File: config.mk
export PLATFORM = sky130hd
export DESIGN_NAME = csm_channel_slot_mapper
export DESIGN_NICKNAME = d
export VERILOG_FILES = /design/src/logic/csm_channel_slot_mapper.v /design/src/logic/csm_slot_match.v
export VERILOG_INCLUDE_DIRS = /design/src /design/src/logic
export SDC_FILE = /design/constraint.sdc
export NUM_CORES = 1
export LEC_CHECK = 0
export ABC_AREA = 1
export BUFFER_PORTS_ARGS = -buffer_cell sky130_fd_sc_hd__buf_4
export CORE_MARGIN = 2
export CORE_UTILIZATION = 62
export CTS_CLUSTER_SIZE = 40
export DETAILED_ROUTE_END_ITERATION = 8
export GPL_TIMING_DRIVEN = 0
export HOLD_SLACK_MARGIN = 0.12
export PLACE_DENSITY = 0.86
export SYNTH_ARGS = -nofsm -noshare
export SYNTH_HDL_FRONTEND = slang
export SYNTH_SLANG_ARGS = --single-unit
export TNS_END_PERCENT = 50
File: constraint.sdc
create_clock -name CLK_SYS -period 14.2 [get_ports CLK_SYS]
set_clock_uncertainty 0.2 [all_clocks]
set_input_delay 1.42 -clock CLK_SYS [delete_from_list [all_inputs] [get_ports CLK_SYS]]
set_output_delay 1.42 -clock CLK_SYS [all_outputs]
set_load 0.05 [all_outputs]
File: src/logic/csm_defines.vh
// Constants of the channel slot mapper: register indices, field positions,
// reset values and framing constants.
// Assumes inclusion by bare name from the mapper's design files.
`ifndef CSM_DEFINES_VH
`define CSM_DEFINES_VH

// Register indices; the byte address is four times the index.
`define CSM_IDX_CH1          6'h0b
`define CSM_IDX_CH2          6'h0c
`define CSM_IDX_CH3          6'h0d
`define CSM_IDX_CH4          6'h0e
`define CSM_IDX_CFG          6'h10
`define CSM_IDX_STS          6'h11
`define CSM_ADDR_W           8

// Slot register layout and reset values.
`define CSM_SLOT_MSB         5
`define CSM_SLOT_W           6
`define CSM_CH1_RST          6'h00
`define CSM_CH2_RST          6'h01
`define CSM_CH3_RST          6'h02
`define CSM_CH4_RST          6'h03

// Configuration register layout.
`define CSM_CFG_FMT_LSB      0
`define CSM_CFG_FMT_MSB      1
`define CSM_CFG_OFS_LSB      8
`define CSM_CFG_OFS_MSB      12
`define CSM_CFG_FMT_RST      2'h0
`define CSM_CFG_OFS_RST      5'h00

// Frame formats.
`define CSM_FMT_TDM          2'h0
`define CSM_FMT_I2S          2'h1
`define CSM_FMT_LJ           2'h2

// Framing.
`define CSM_SAMPLE_W         32
`define CSM_BIT_IDX_W        5
`define CSM_CNT_W            11
`define CSM_LEN_W            12
`define CSM_I2S_DELAY        12'h001
`define CSM_STD_DELAY        12'h000

`endif

File: src/logic/csm_channel_slot_mapper.v
// Top of the channel slot mapper: APB register slave, frame tracking on the
// sampled bit clock and frame sync, and the slot-steered serial data output.
// Assumes BCLK and FSYNC come from the far side with no relation to CLK_SYS,
// which must run at least eight times faster than BCLK; the channel samples
// come from logic on CLK_SYS and are captured at each frame start.
`timescale 1ns/100ps
`include "csm_defines.vh"

module csm_channel_slot_mapper
(
   // Clock and reset
   input wire                     CLK_SYS,
   input wire                     ARST_N,
   // APB slave
   input wire                     PSEL,
   input wire                     PENABLE,
   input wire                     PWRITE,
   input wire [`CSM_ADDR_W-1:0]   PADDR,
   input wire [31:0]              PWDATA,
   output reg [31:0]              PRDATA,
   output reg                     PREADY,
   output reg                     PSLVERR,
   // Channel samples
   input wire [`CSM_SAMPLE_W-1:0] CH1_SAMPLE,
   input wire [`CSM_SAMPLE_W-1:0] CH2_SAMPLE,
   input wire [`CSM_SAMPLE_W-1:0] CH3_SAMPLE,
   input wire [`CSM_SAMPLE_W-1:0] CH4_SAMPLE,
   // Serial audio port
   input wire                     BCLK,
   input wire                     FSYNC,
   output reg                     SDOUT,
   output reg                     SDOUT_OE_N,
   output reg                     FRAME_START
);

   // Registers.
   reg [`CSM_SLOT_W-1:0]    first_channel_slot_code_q;
   reg [`CSM_SLOT_W-1:0]    second_channel_slot_code_q;
   reg [`CSM_SLOT_W-1:0]    third_channel_slot_code_q;
   reg [`CSM_SLOT_W-1:0]    fourth_channel_slot_code_q;
   reg [1:0]                fmt_q;
   reg [4:0]                offset_q;

   // Synchronisers and frame state.
   reg                      bclk_s1_q;
   reg                      bclk_s2_q;
   reg                      bclk_s3_q;
   reg                      fsync_s1_q;
   reg                      fsync_s2_q;
   reg                      fs_prev_q;
   reg [`CSM_CNT_W-1:0]     bit_cnt_q;
   reg [`CSM_LEN_W-1:0]     frame_len_q;
   reg [`CSM_LEN_W-1:0]     half_len_q;
   reg [`CSM_SAMPLE_W-1:0]  smp1_q;
   reg [`CSM_SAMPLE_W-1:0]  smp2_q;
   reg [`CSM_SAMPLE_W-1:0]  smp3_q;
   reg [`CSM_SAMPLE_W-1:0]  smp4_q;

   // Bus decode.
   wire [5:0]               idx;
   wire                     word_ok;
   wire                     setup;
   wire                     wr_en;
   reg                      mapped;
   reg [31:0]               rd_d;

   // Frame tracking.
   wire                     bclk_rise;
   wire                     bclk_fall;
   wire                     fs_rise;
   wire                     fs_fall;
   wire                     start_edge;
   wire                     mid_edge;
   wire                     tdm;
   wire                     left_just_fmt;
   wire [`CSM_LEN_W-1:0]    dly;
   wire [`CSM_LEN_W-1:0]    cnt_ext;
   wire [`CSM_LEN_W-1:0]    pos;
   wire [`CSM_LEN_W-1:0]    next_cnt;

   // Slot location of the current bit time.
   reg                      right_half;
   reg [`CSM_LEN_W-1:0]     reg_start;
   reg [`CSM_LEN_W-1:0]     reg_len;
   wire [`CSM_LEN_W-1:0]    rel;
   wire [`CSM_LEN_W-1:0]    slot_end;
   wire [`CSM_LEN_W-1:0]    last_bit;
   wire                     fits;
   wire                     line_valid;
   wire [`CSM_SLOT_W-1:0]   line_slot;
   wire [`CSM_BIT_IDX_W-1:0] line_bit;
   wire [3:0]               hit;
   wire [3:0]               dat;
   wire                     out_hit;
   wire                     out_dat;

   // APB: zero-wait answer registered in the setup cycle.
   assign idx     = PADDR[7:2];
   assign word_ok = (PADDR[1:0] == 2'h0);
   assign setup   = PSEL & ~PENABLE;
   assign wr_en   = PSEL & PENABLE & PREADY & PWRITE & ~PSLVERR;

   always @*
   begin
      mapped = word_ok;
      rd_d   = 32'h0000_0000;
      case (idx)
         `CSM_IDX_CH1:
            rd_d = {26'h0, first_channel_slot_code_q};
         `CSM_IDX_CH2:
            rd_d = {26'h0, second_channel_slot_code_q};
         `CSM_IDX_CH3:
            rd_d = {26'h0, third_channel_slot_code_q};
         `CSM_IDX_CH4:
            rd_d = {26'h0, fourth_channel_slot_code_q};
         `CSM_IDX_CFG:
            rd_d = {19'h0, offset_q, 6'h0, fmt_q};
         `CSM_IDX_STS:
            rd_d = {4'h0, half_len_q, 4'h0, frame_len_q};
         default:
            mapped = 1'b0;
      endcase
   end

   always @(posedge CLK_SYS or negedge ARST_N)
   begin
      if (!ARST_N)
      begin
         PRDATA  <= 32'h0000_0000;
         PREADY  <= 1'b0;
         PSLVERR <= 1'b0;
      end
      else
      begin
         PREADY  <= setup;
         PSLVERR <= setup & ~mapped;
         if (setup)
         begin
            PRDATA <= (~PWRITE & mapped) ? rd_d : 32'h0000_0000;
         end
      end
   end

   // Slot registers: only the six code bits are stored.
   always @(posedge CLK_SYS or negedge ARST_N)
   begin
      if (!ARST_N)
      begin
         first_channel_slot_code_q  <= `CSM_CH1_RST;
         second_channel_slot_code_q <= `CSM_CH2_RST;
         third_channel_slot_code_q  <= `CSM_CH3_RST;
         fourth_channel_slot_code_q <= `CSM_CH4_RST;
         fmt_q                      <= `CSM_CFG_FMT_RST;
         offset_q                   <= `CSM_CFG_OFS_RST;
      end
      else if (wr_en)
      begin
         case (idx)
            `CSM_IDX_CH1:
               first_channel_slot_code_q <=
                  PWDATA[`CSM_SLOT_MSB:0];
            `CSM_IDX_CH2:
               second_channel_slot_code_q <=
                  PWDATA[`CSM_SLOT_MSB:0];
            `CSM_IDX_CH3:
               third_channel_slot_code_q <=
                  PWDATA[`CSM_SLOT_MSB:0];
            `CSM_IDX_CH4:
               fourth_channel_slot_code_q <=
                  PWDATA[`CSM_SLOT_MSB:0];
            `CSM_IDX_CFG:
            begin
               fmt_q    <= PWDATA[`CSM_CFG_FMT_MSB:`CSM_CFG_FMT_LSB];
               offset_q <= PWDATA[`CSM_CFG_OFS_MSB:`CSM_CFG_OFS_LSB];
            end
            default:
               fmt_q <= fmt_q;
         endcase
      end
   end

   // Pin synchronisers; bit clock edges are found only between the second and third
   // stages so the first stage feeds nothing but the second.
   always @(posedge CLK_SYS or negedge ARST_N)
   begin
      if (!ARST_N)
      begin
         bclk_s1_q  <= 1'b0;
         bclk_s2_q  <= 1'b0;
         bclk_s3_q  <= 1'b0;
         fsync_s1_q <= 1'b0;
         fsync_s2_q <= 1'b0;
      end
      else
      begin
         bclk_s1_q  <= BCLK;
         bclk_s2_q  <= bclk_s1_q;
         bclk_s3_q  <= bclk_s2_q;
         fsync_s1_q <= FSYNC;
         fsync_s2_q <= fsync_s1_q;
      end
   end

   assign bclk_rise     = bclk_s2_q & ~bclk_s3_q;
   assign bclk_fall     = ~bclk_s2_q & bclk_s3_q;
   assign fs_rise       = ~fs_prev_q & fsync_s2_q;
   assign fs_fall       = fs_prev_q & ~fsync_s2_q;
   assign tdm           = (fmt_q == `CSM_FMT_TDM);
   assign left_just_fmt = (fmt_q == `CSM_FMT_LJ);
   // I2S opens the left half on a falling sync; the others on a rising one.
   assign start_edge    = (fmt_q == `CSM_FMT_I2S) ? fs_fall : fs_rise;
   assign mid_edge      = (fmt_q == `CSM_FMT_I2S) ? fs_rise : fs_fall;
   assign next_cnt      = {1'b0, bit_cnt_q} + 12'h001;

   // Frame and half lengths are measured on the previous frame, so the
   // first frame after sync is seen carries no data.
   always @(posedge CLK_SYS or negedge ARST_N)
   begin
      if (!ARST_N)
      begin
         fs_prev_q   <= 1'b0;
         bit_cnt_q   <= {`CSM_CNT_W{1'b0}};
         frame_len_q <= {`CSM_LEN_W{1'b0}};
         half_len_q  <= {`CSM_LEN_W{1'b0}};
         smp1_q      <= {`CSM_SAMPLE_W{1'b0}};
         smp2_q      <= {`CSM_SAMPLE_W{1'b0}};
         smp3_q      <= {`CSM_SAMPLE_W{1'b0}};
         smp4_q      <= {`CSM_SAMPLE_W{1'b0}};
         FRAME_START <= 1'b0;
      end
      else
      begin
         FRAME_START <= bclk_rise & start_edge;
         if (bclk_rise)
         begin
            fs_prev_q <= fsync_s2_q;
            if (start_edge)
            begin
               bit_cnt_q   <= {`CSM_CNT_W{1'b0}};
               frame_len_q <= next_cnt;
               smp1_q      <= CH1_SAMPLE;
               smp2_q      <= CH2_SAMPLE;
               smp3_q      <= CH3_SAMPLE;
               smp4_q      <= CH4_SAMPLE;
            end
            else
            begin
               if (bit_cnt_q != {`CSM_CNT_W{1'b1}})
               begin
                  bit_cnt_q <= next_cnt[`CSM_CNT_W-1:0];
               end
               if (mid_edge)
               begin
                  half_len_q <= next_cnt;
               end
            end
         end
      end
   end

   // Bit position after the protocol delay and the programmed offset.
   assign dly     = (fmt_q == `CSM_FMT_I2S) ? `CSM_I2S_DELAY
                                             : `CSM_STD_DELAY;
   assign cnt_ext = {1'b0, bit_cnt_q};
   assign pos     = cnt_ext - {7'h00, offset_q} - dly;

   always @*
   begin
      right_half = 1'b0;
      reg_start  = {`CSM_LEN_W{1'b0}};
      reg_len    = frame_len_q;
      if (!tdm)
      begin
         if (pos < half_len_q)
         begin
            reg_len = half_len_q;
         end
         else
         begin
            right_half = 1'b1;
            reg_start  = half_len_q;
            reg_len    = frame_len_q - half_len_q;
         end
      end
   end

   assign rel        = pos - reg_start;
   assign slot_end   = {1'b0, rel[10:5], 5'h1f};
   assign last_bit   = reg_start + slot_end + {7'h00, offset_q} + dly;
   // A slot goes out whole or not at all, never cut by a region or frame end.
   assign fits       = (slot_end < reg_len)
                     & (last_bit < frame_len_q);
   assign line_valid = ~pos[`CSM_LEN_W-1] & fits & (tdm | ~rel[10]);
   assign line_slot  = tdm ? rel[10:5]
                           : {right_half, rel[9:5]};
   assign line_bit   = rel[4:0];

   csm_slot_match u_match1
   (
      .slot_code  (first_channel_slot_code_q),
      .sample     (smp1_q),
      .line_valid (line_valid),
      .line_slot  (line_slot),
      .line_bit   (line_bit),
      .hit        (hit[0]),
      .data       (dat[0])
   );

   csm_slot_match u_match2
   (
      .slot_code  (second_channel_slot_code_q),
      .sample     (smp2_q),
      .line_valid (line_valid),
      .line_slot  (line_slot),
      .line_bit   (line_bit),
      .hit        (hit[1]),
      .data       (dat[1])
   );

   csm_slot_match u_match3
   (
      .slot_code  (third_channel_slot_code_q),
      .sample     (smp3_q),
      .line_valid (line_valid),
      .line_slot  (line_slot),
      .line_bit   (line_bit),
      .hit        (hit[2]),
      .data       (dat[2])
   );

   csm_slot_match u_match4
   (
      .slot_code  (fourth_channel_slot_code_q),
      .sample     (smp4_q),
      .line_valid (line_valid),
      .line_slot  (line_slot),
      .line_bit   (line_bit),
      .hit        (hit[3]),
      .data       (dat[3])
   );

   // Two channels on one slot would fight; the lower channel wins.
   assign out_hit = |hit;
   assign out_dat = hit[0] ? dat[0]
                  : hit[1] ? dat[1]
                  : hit[2] ? dat[2]
                  : (hit[3] & dat[3]);

   // Data changes after the falling bit clock so the far side can sample
   // on the rising one.
   always @(posedge CLK_SYS or negedge ARST_N)
   begin
      if (!ARST_N)
      begin
         SDOUT      <= 1'b0;
         SDOUT_OE_N <= 1'b1;
      end
      else if (bclk_fall)
      begin
         SDOUT      <= out_dat;
         SDOUT_OE_N <= ~out_hit;
      end
   end

endmodule // csm_channel_slot_mapper

File: src/logic/csm_slot_match.v
// One channel's slot comparator: flags a hit when the slot now on the line
// equals the channel's code, and picks the sample bit for that bit time.
// Assumes the caller gives a sample word that is steady through the frame.
`timescale 1ns/100ps
`include "csm_defines.vh"

module csm_slot_match
(
   // Channel setting
   input wire [`CSM_SLOT_W-1:0]    slot_code,
   input wire [`CSM_SAMPLE_W-1:0]  sample,
   // Line position
   input wire                      line_valid,
   input wire [`CSM_SLOT_W-1:0]    line_slot,
   input wire [`CSM_BIT_IDX_W-1:0] line_bit,
   // Result
   output wire                     hit,
   output wire                     data
);

   wire [`CSM_BIT_IDX_W-1:0] msb_first;

   // Samples go out MSB first.
   assign msb_first = ~line_bit;
   assign hit       = line_valid & (slot_code == line_slot);
   assign data      = sample[msb_first];

endmodule // csm_slot_match

==> flow_metrics.tcl <==
set metrics [dict create \
    hold_viol 0 \
    grt_pass1_wl_um 66500 \
    synth_enable_flop_cells 0 \
    cp_max_fo 8 \
    synthArstFlopShare_pct 100 \
    clock.fmax_mhz 105 \
    ys.flop_type "dfrtp_1" \
    timing.setup.tns_ns 0 \
    grt_max_degree 121 \
    maxCapViolCount 0 \
    use_met2_pct 59.3 \
    power_density_nw_per_um2 170 \
    yosys_warnings 0 \
    grt_pass1_vias 13200 \
    layout_common_cells "nand2_1 (578), dfrtp_1 (225), o21ai_0 (196)" \
    seq_area_frac_synth_pct 42.4 \
    crit_path_start_kind "flop" \
    row_count 54 \
    drive_above_1_share_pct 15.1 \
    hp-class "reg2reg" \
    areaGrowthSynthToFinish_pct 19.4 \
    drt_iter0_drc 1243 \
    gp_congestion 0.967 \
    critPathArrivalTime_ns 9.79 \
    coreArea_sq_um 21700 \
    portBuffers 183 \
    vias 13200 \
    postCtsHoldBufs 0 \
    setup_violations 0 \
    routed_wl_um 41300 \
    io_pins 212 \
    drc 0 \
    firstDrtPassIters 6 \
    wire_per_inst_um 17.9 \
    cts_tree "done" \
    cts_resized 0 \
    use_met3_pct 5.02 \
    dp_hpwl_um 30500 \
    crit_top_cell "inv_1" \
    rsz0062_at_grt "false" \
    endpoint_kind "flop" \
    nNetsFinal 2272 \
    syn_area_per_cell_sq_um 7.57 \
    die_h_um 152 \
    die_x_um 152 \
    worst_slew_pin_slew_ns 1.06 \
    synth.distinct_cells 50 \
    post-cts-setup-buffers 0 \
    ant_nets 0 \
    track_usage_pct 35.6 \
    antenna_found_initial 0 \
    antennaDiodeCount 0 \
    synth_area_leader_cell "dfrtp_1" \
    cts_max_level 1 \
    p_leak_nw 8.22 \
    met1_usage_pct 44.8 \
    vdd_drop_max_v 0.000106 \
    finalCritPeriodShare_pct 67.1 \
    clk_pin_slew_ns 0.06 \
    yosys-top-cells-area "dfrtp_1 (41%), nand2_1 (16%), ha_1 (7.3%), o21ai_0 (7.2%), inv_1 (5.4%)" \
    cts_max_path_buffers 3 \
    synthCells 1796 \
    synth.top_cell.area_share_pct 41.4 \
    cts_made_buffers 26 \
    initial_utilization_pct 62.7 \
    crit_type "reg2reg" \
    clkLatencyLatePin_ns 0.54 \
    fin_area_sq_um 16200 \
    drt-vias-per-instance 5.72 \
    slew_headroom_pct 28.8 \
    top_usage_layer "met2" \
    outcome "finished clean" \
    root_buffer "clkbuf_16" \
    design.die.area_sq_um 23100 \
    dpl_cell_area_sq_um 15400 \
    overflow 0 \
    period_needed_ns 9.52 \
    cpPeakStageDelay_ns 0.52 \
    drv_slew 0 \
    dp_slack_ns 4.95 \
    syn_area_sq_um 13600 \
    ys_seq_elements 230 \
    required_ns 14.47 \
    setup_ws_ns 4.68 \
    clock_sinks 230 \
    critPathSlowestCell "nor2_1" \
    layout.cells.most_common "nand2_1" \
    fillerInstances 1682 \
]
## power breakdown
part / leakage, nW / switching [W] / internal (W) / total, W
clock: 0.426 / 0.000275 / 0.000408 / 0.000683
combinational: 4.88 / 0.000827 / 0.000432 / 0.00126
sequential: 2.92 / 0.0000607 / 0.000756 / 0.000817
total: 8.22 / 0.00116 / 0.00160 / 0.00276
## final cells by class
class / instances / area (sq um) / area share [%]
plain buffers: 72 / 333 / 2.05
clock buffers: 37 / 763 / 4.70
clock inverters: 9 / 97.6 / 0.601
inverters: 210 / 788 / 4.85
multi-input cells: 1290 / 6740 / 41.5
flip-flops and latches: 230 / 5760 / 35.5
well taps: 280 / 350 / 2.16
repair buffers: 184 / 1410 / 8.67
## cell families after synthesis
group / count (synthesis) / synth area share [%]
other cells: 1 / 0.0276
flops: 230 / 42.4
simple gates: 805 / 24.2
xor+xnor: 46 / 3.02
compound gates: 343 / 13.8
buf+inv: 282 / 8.24
mux: 6 / 0.497
fa+ha+maj: 83 / 7.86
## worst paths after layout
kind | start | end | slack [ns] | depth (start not counted)
worst min-delay path | fsync_s1_q$_DFF_PN0_ | fsync_s2_q$_DFF_PN0_ | 0.15 | 0
worst max register to register | fmt_q[0]$_DFFE_PN0P_ | SDOUT$_DFFE_PN0P_ | 4.68 | 54
worst min register to register | fsync_s1_q$_DFF_PN0_ | fsync_s2_q$_DFF_PN0_ | 0.15 | 0
max in group asynchronous | ARST_N | smp3_q[5]$_DFFE_PN0P_ | 11.96 | 2
worst max-delay path | fmt_q[0]$_DFFE_PN0P_ | SDOUT$_DFFE_PN0P_ | 4.68 | 54
min in group asynchronous | ARST_N | bit_cnt_q[7]$_DFFE_PN0P_ | 0.75 | 1
## worst max-delay path: cells and delay by family, from the launching register on
kind | cells | cell delay (ns)
compound gates | 10 | 1.77
simple gates | 23 | 3.23
xor+xnor | 1 | 0.15
buf+inv | 13 | 1.36
flops | 1 | 0.47
fa+ha+maj | 7 | 2.29
## stage by stage
stage	hold WS [ns]	cells	total power [W]	utilization [%]
final	0.149	2312	0.00276	74.9
after global routing	0.155	2312	0.00291	74.9
after CTS	0.149	2312	0.00272	74.9
after detailed placement	0.136	2266	0.00202	70.9
after global placement	0.135	2265	0.00197	70.8
after floorplan	0.131	1802	0.00164	-
## synthesized netlist by cell type (4+ instances only)
cell and n:
a21oi_1 69, fa_1 4, a31oi_1 4, nand3_1 60, o21ai_1 15, buf_4 7
buf_1 5, inv_1 195, o221ai_1 12, nand3_2 7, nand4_1 9, inv_2 9
ha_1 79, nand2_1 578, o211ai_1 6, a221oi_1 4, dfrtp_1 225, o21ai_0 196
clkbuf_1 41, o21bai_1 4, xor2_1 32, nand2_2 12, buf_2 16, clkinv_1 6
xnor2_1 13, nor2_2 4, nor2_1 115, dfstp_2 5, o22ai_1 16, mux2_2 6
a22oi_1 4, nor3_1 9
## routing by layer
layer | vias to the layer above | wire length, um
met5 | - | 0
met4 | 0 | 2510
met3 | 176 | 3070
met2 | 683 | 19400
met1 | 6163 | 16300
li1 | 6209 | -
## registers in the layout, summed over array words and instances (netlist names), 2 cells and up
name	count
bit_cnt_q	11
half_len_q	12
smp4_q	32
second_channel_slot_code_q	6
frame_len_q	12
third_channel_slot_code_q	6
smp2_q	32
fmt_q	2
smp1_q	32
PRDATA	25
first_channel_slot_code_q	6
smp3_q	32
fourth_channel_slot_code_q	6
offset_q	5
(Power assumes the default switching activity.)
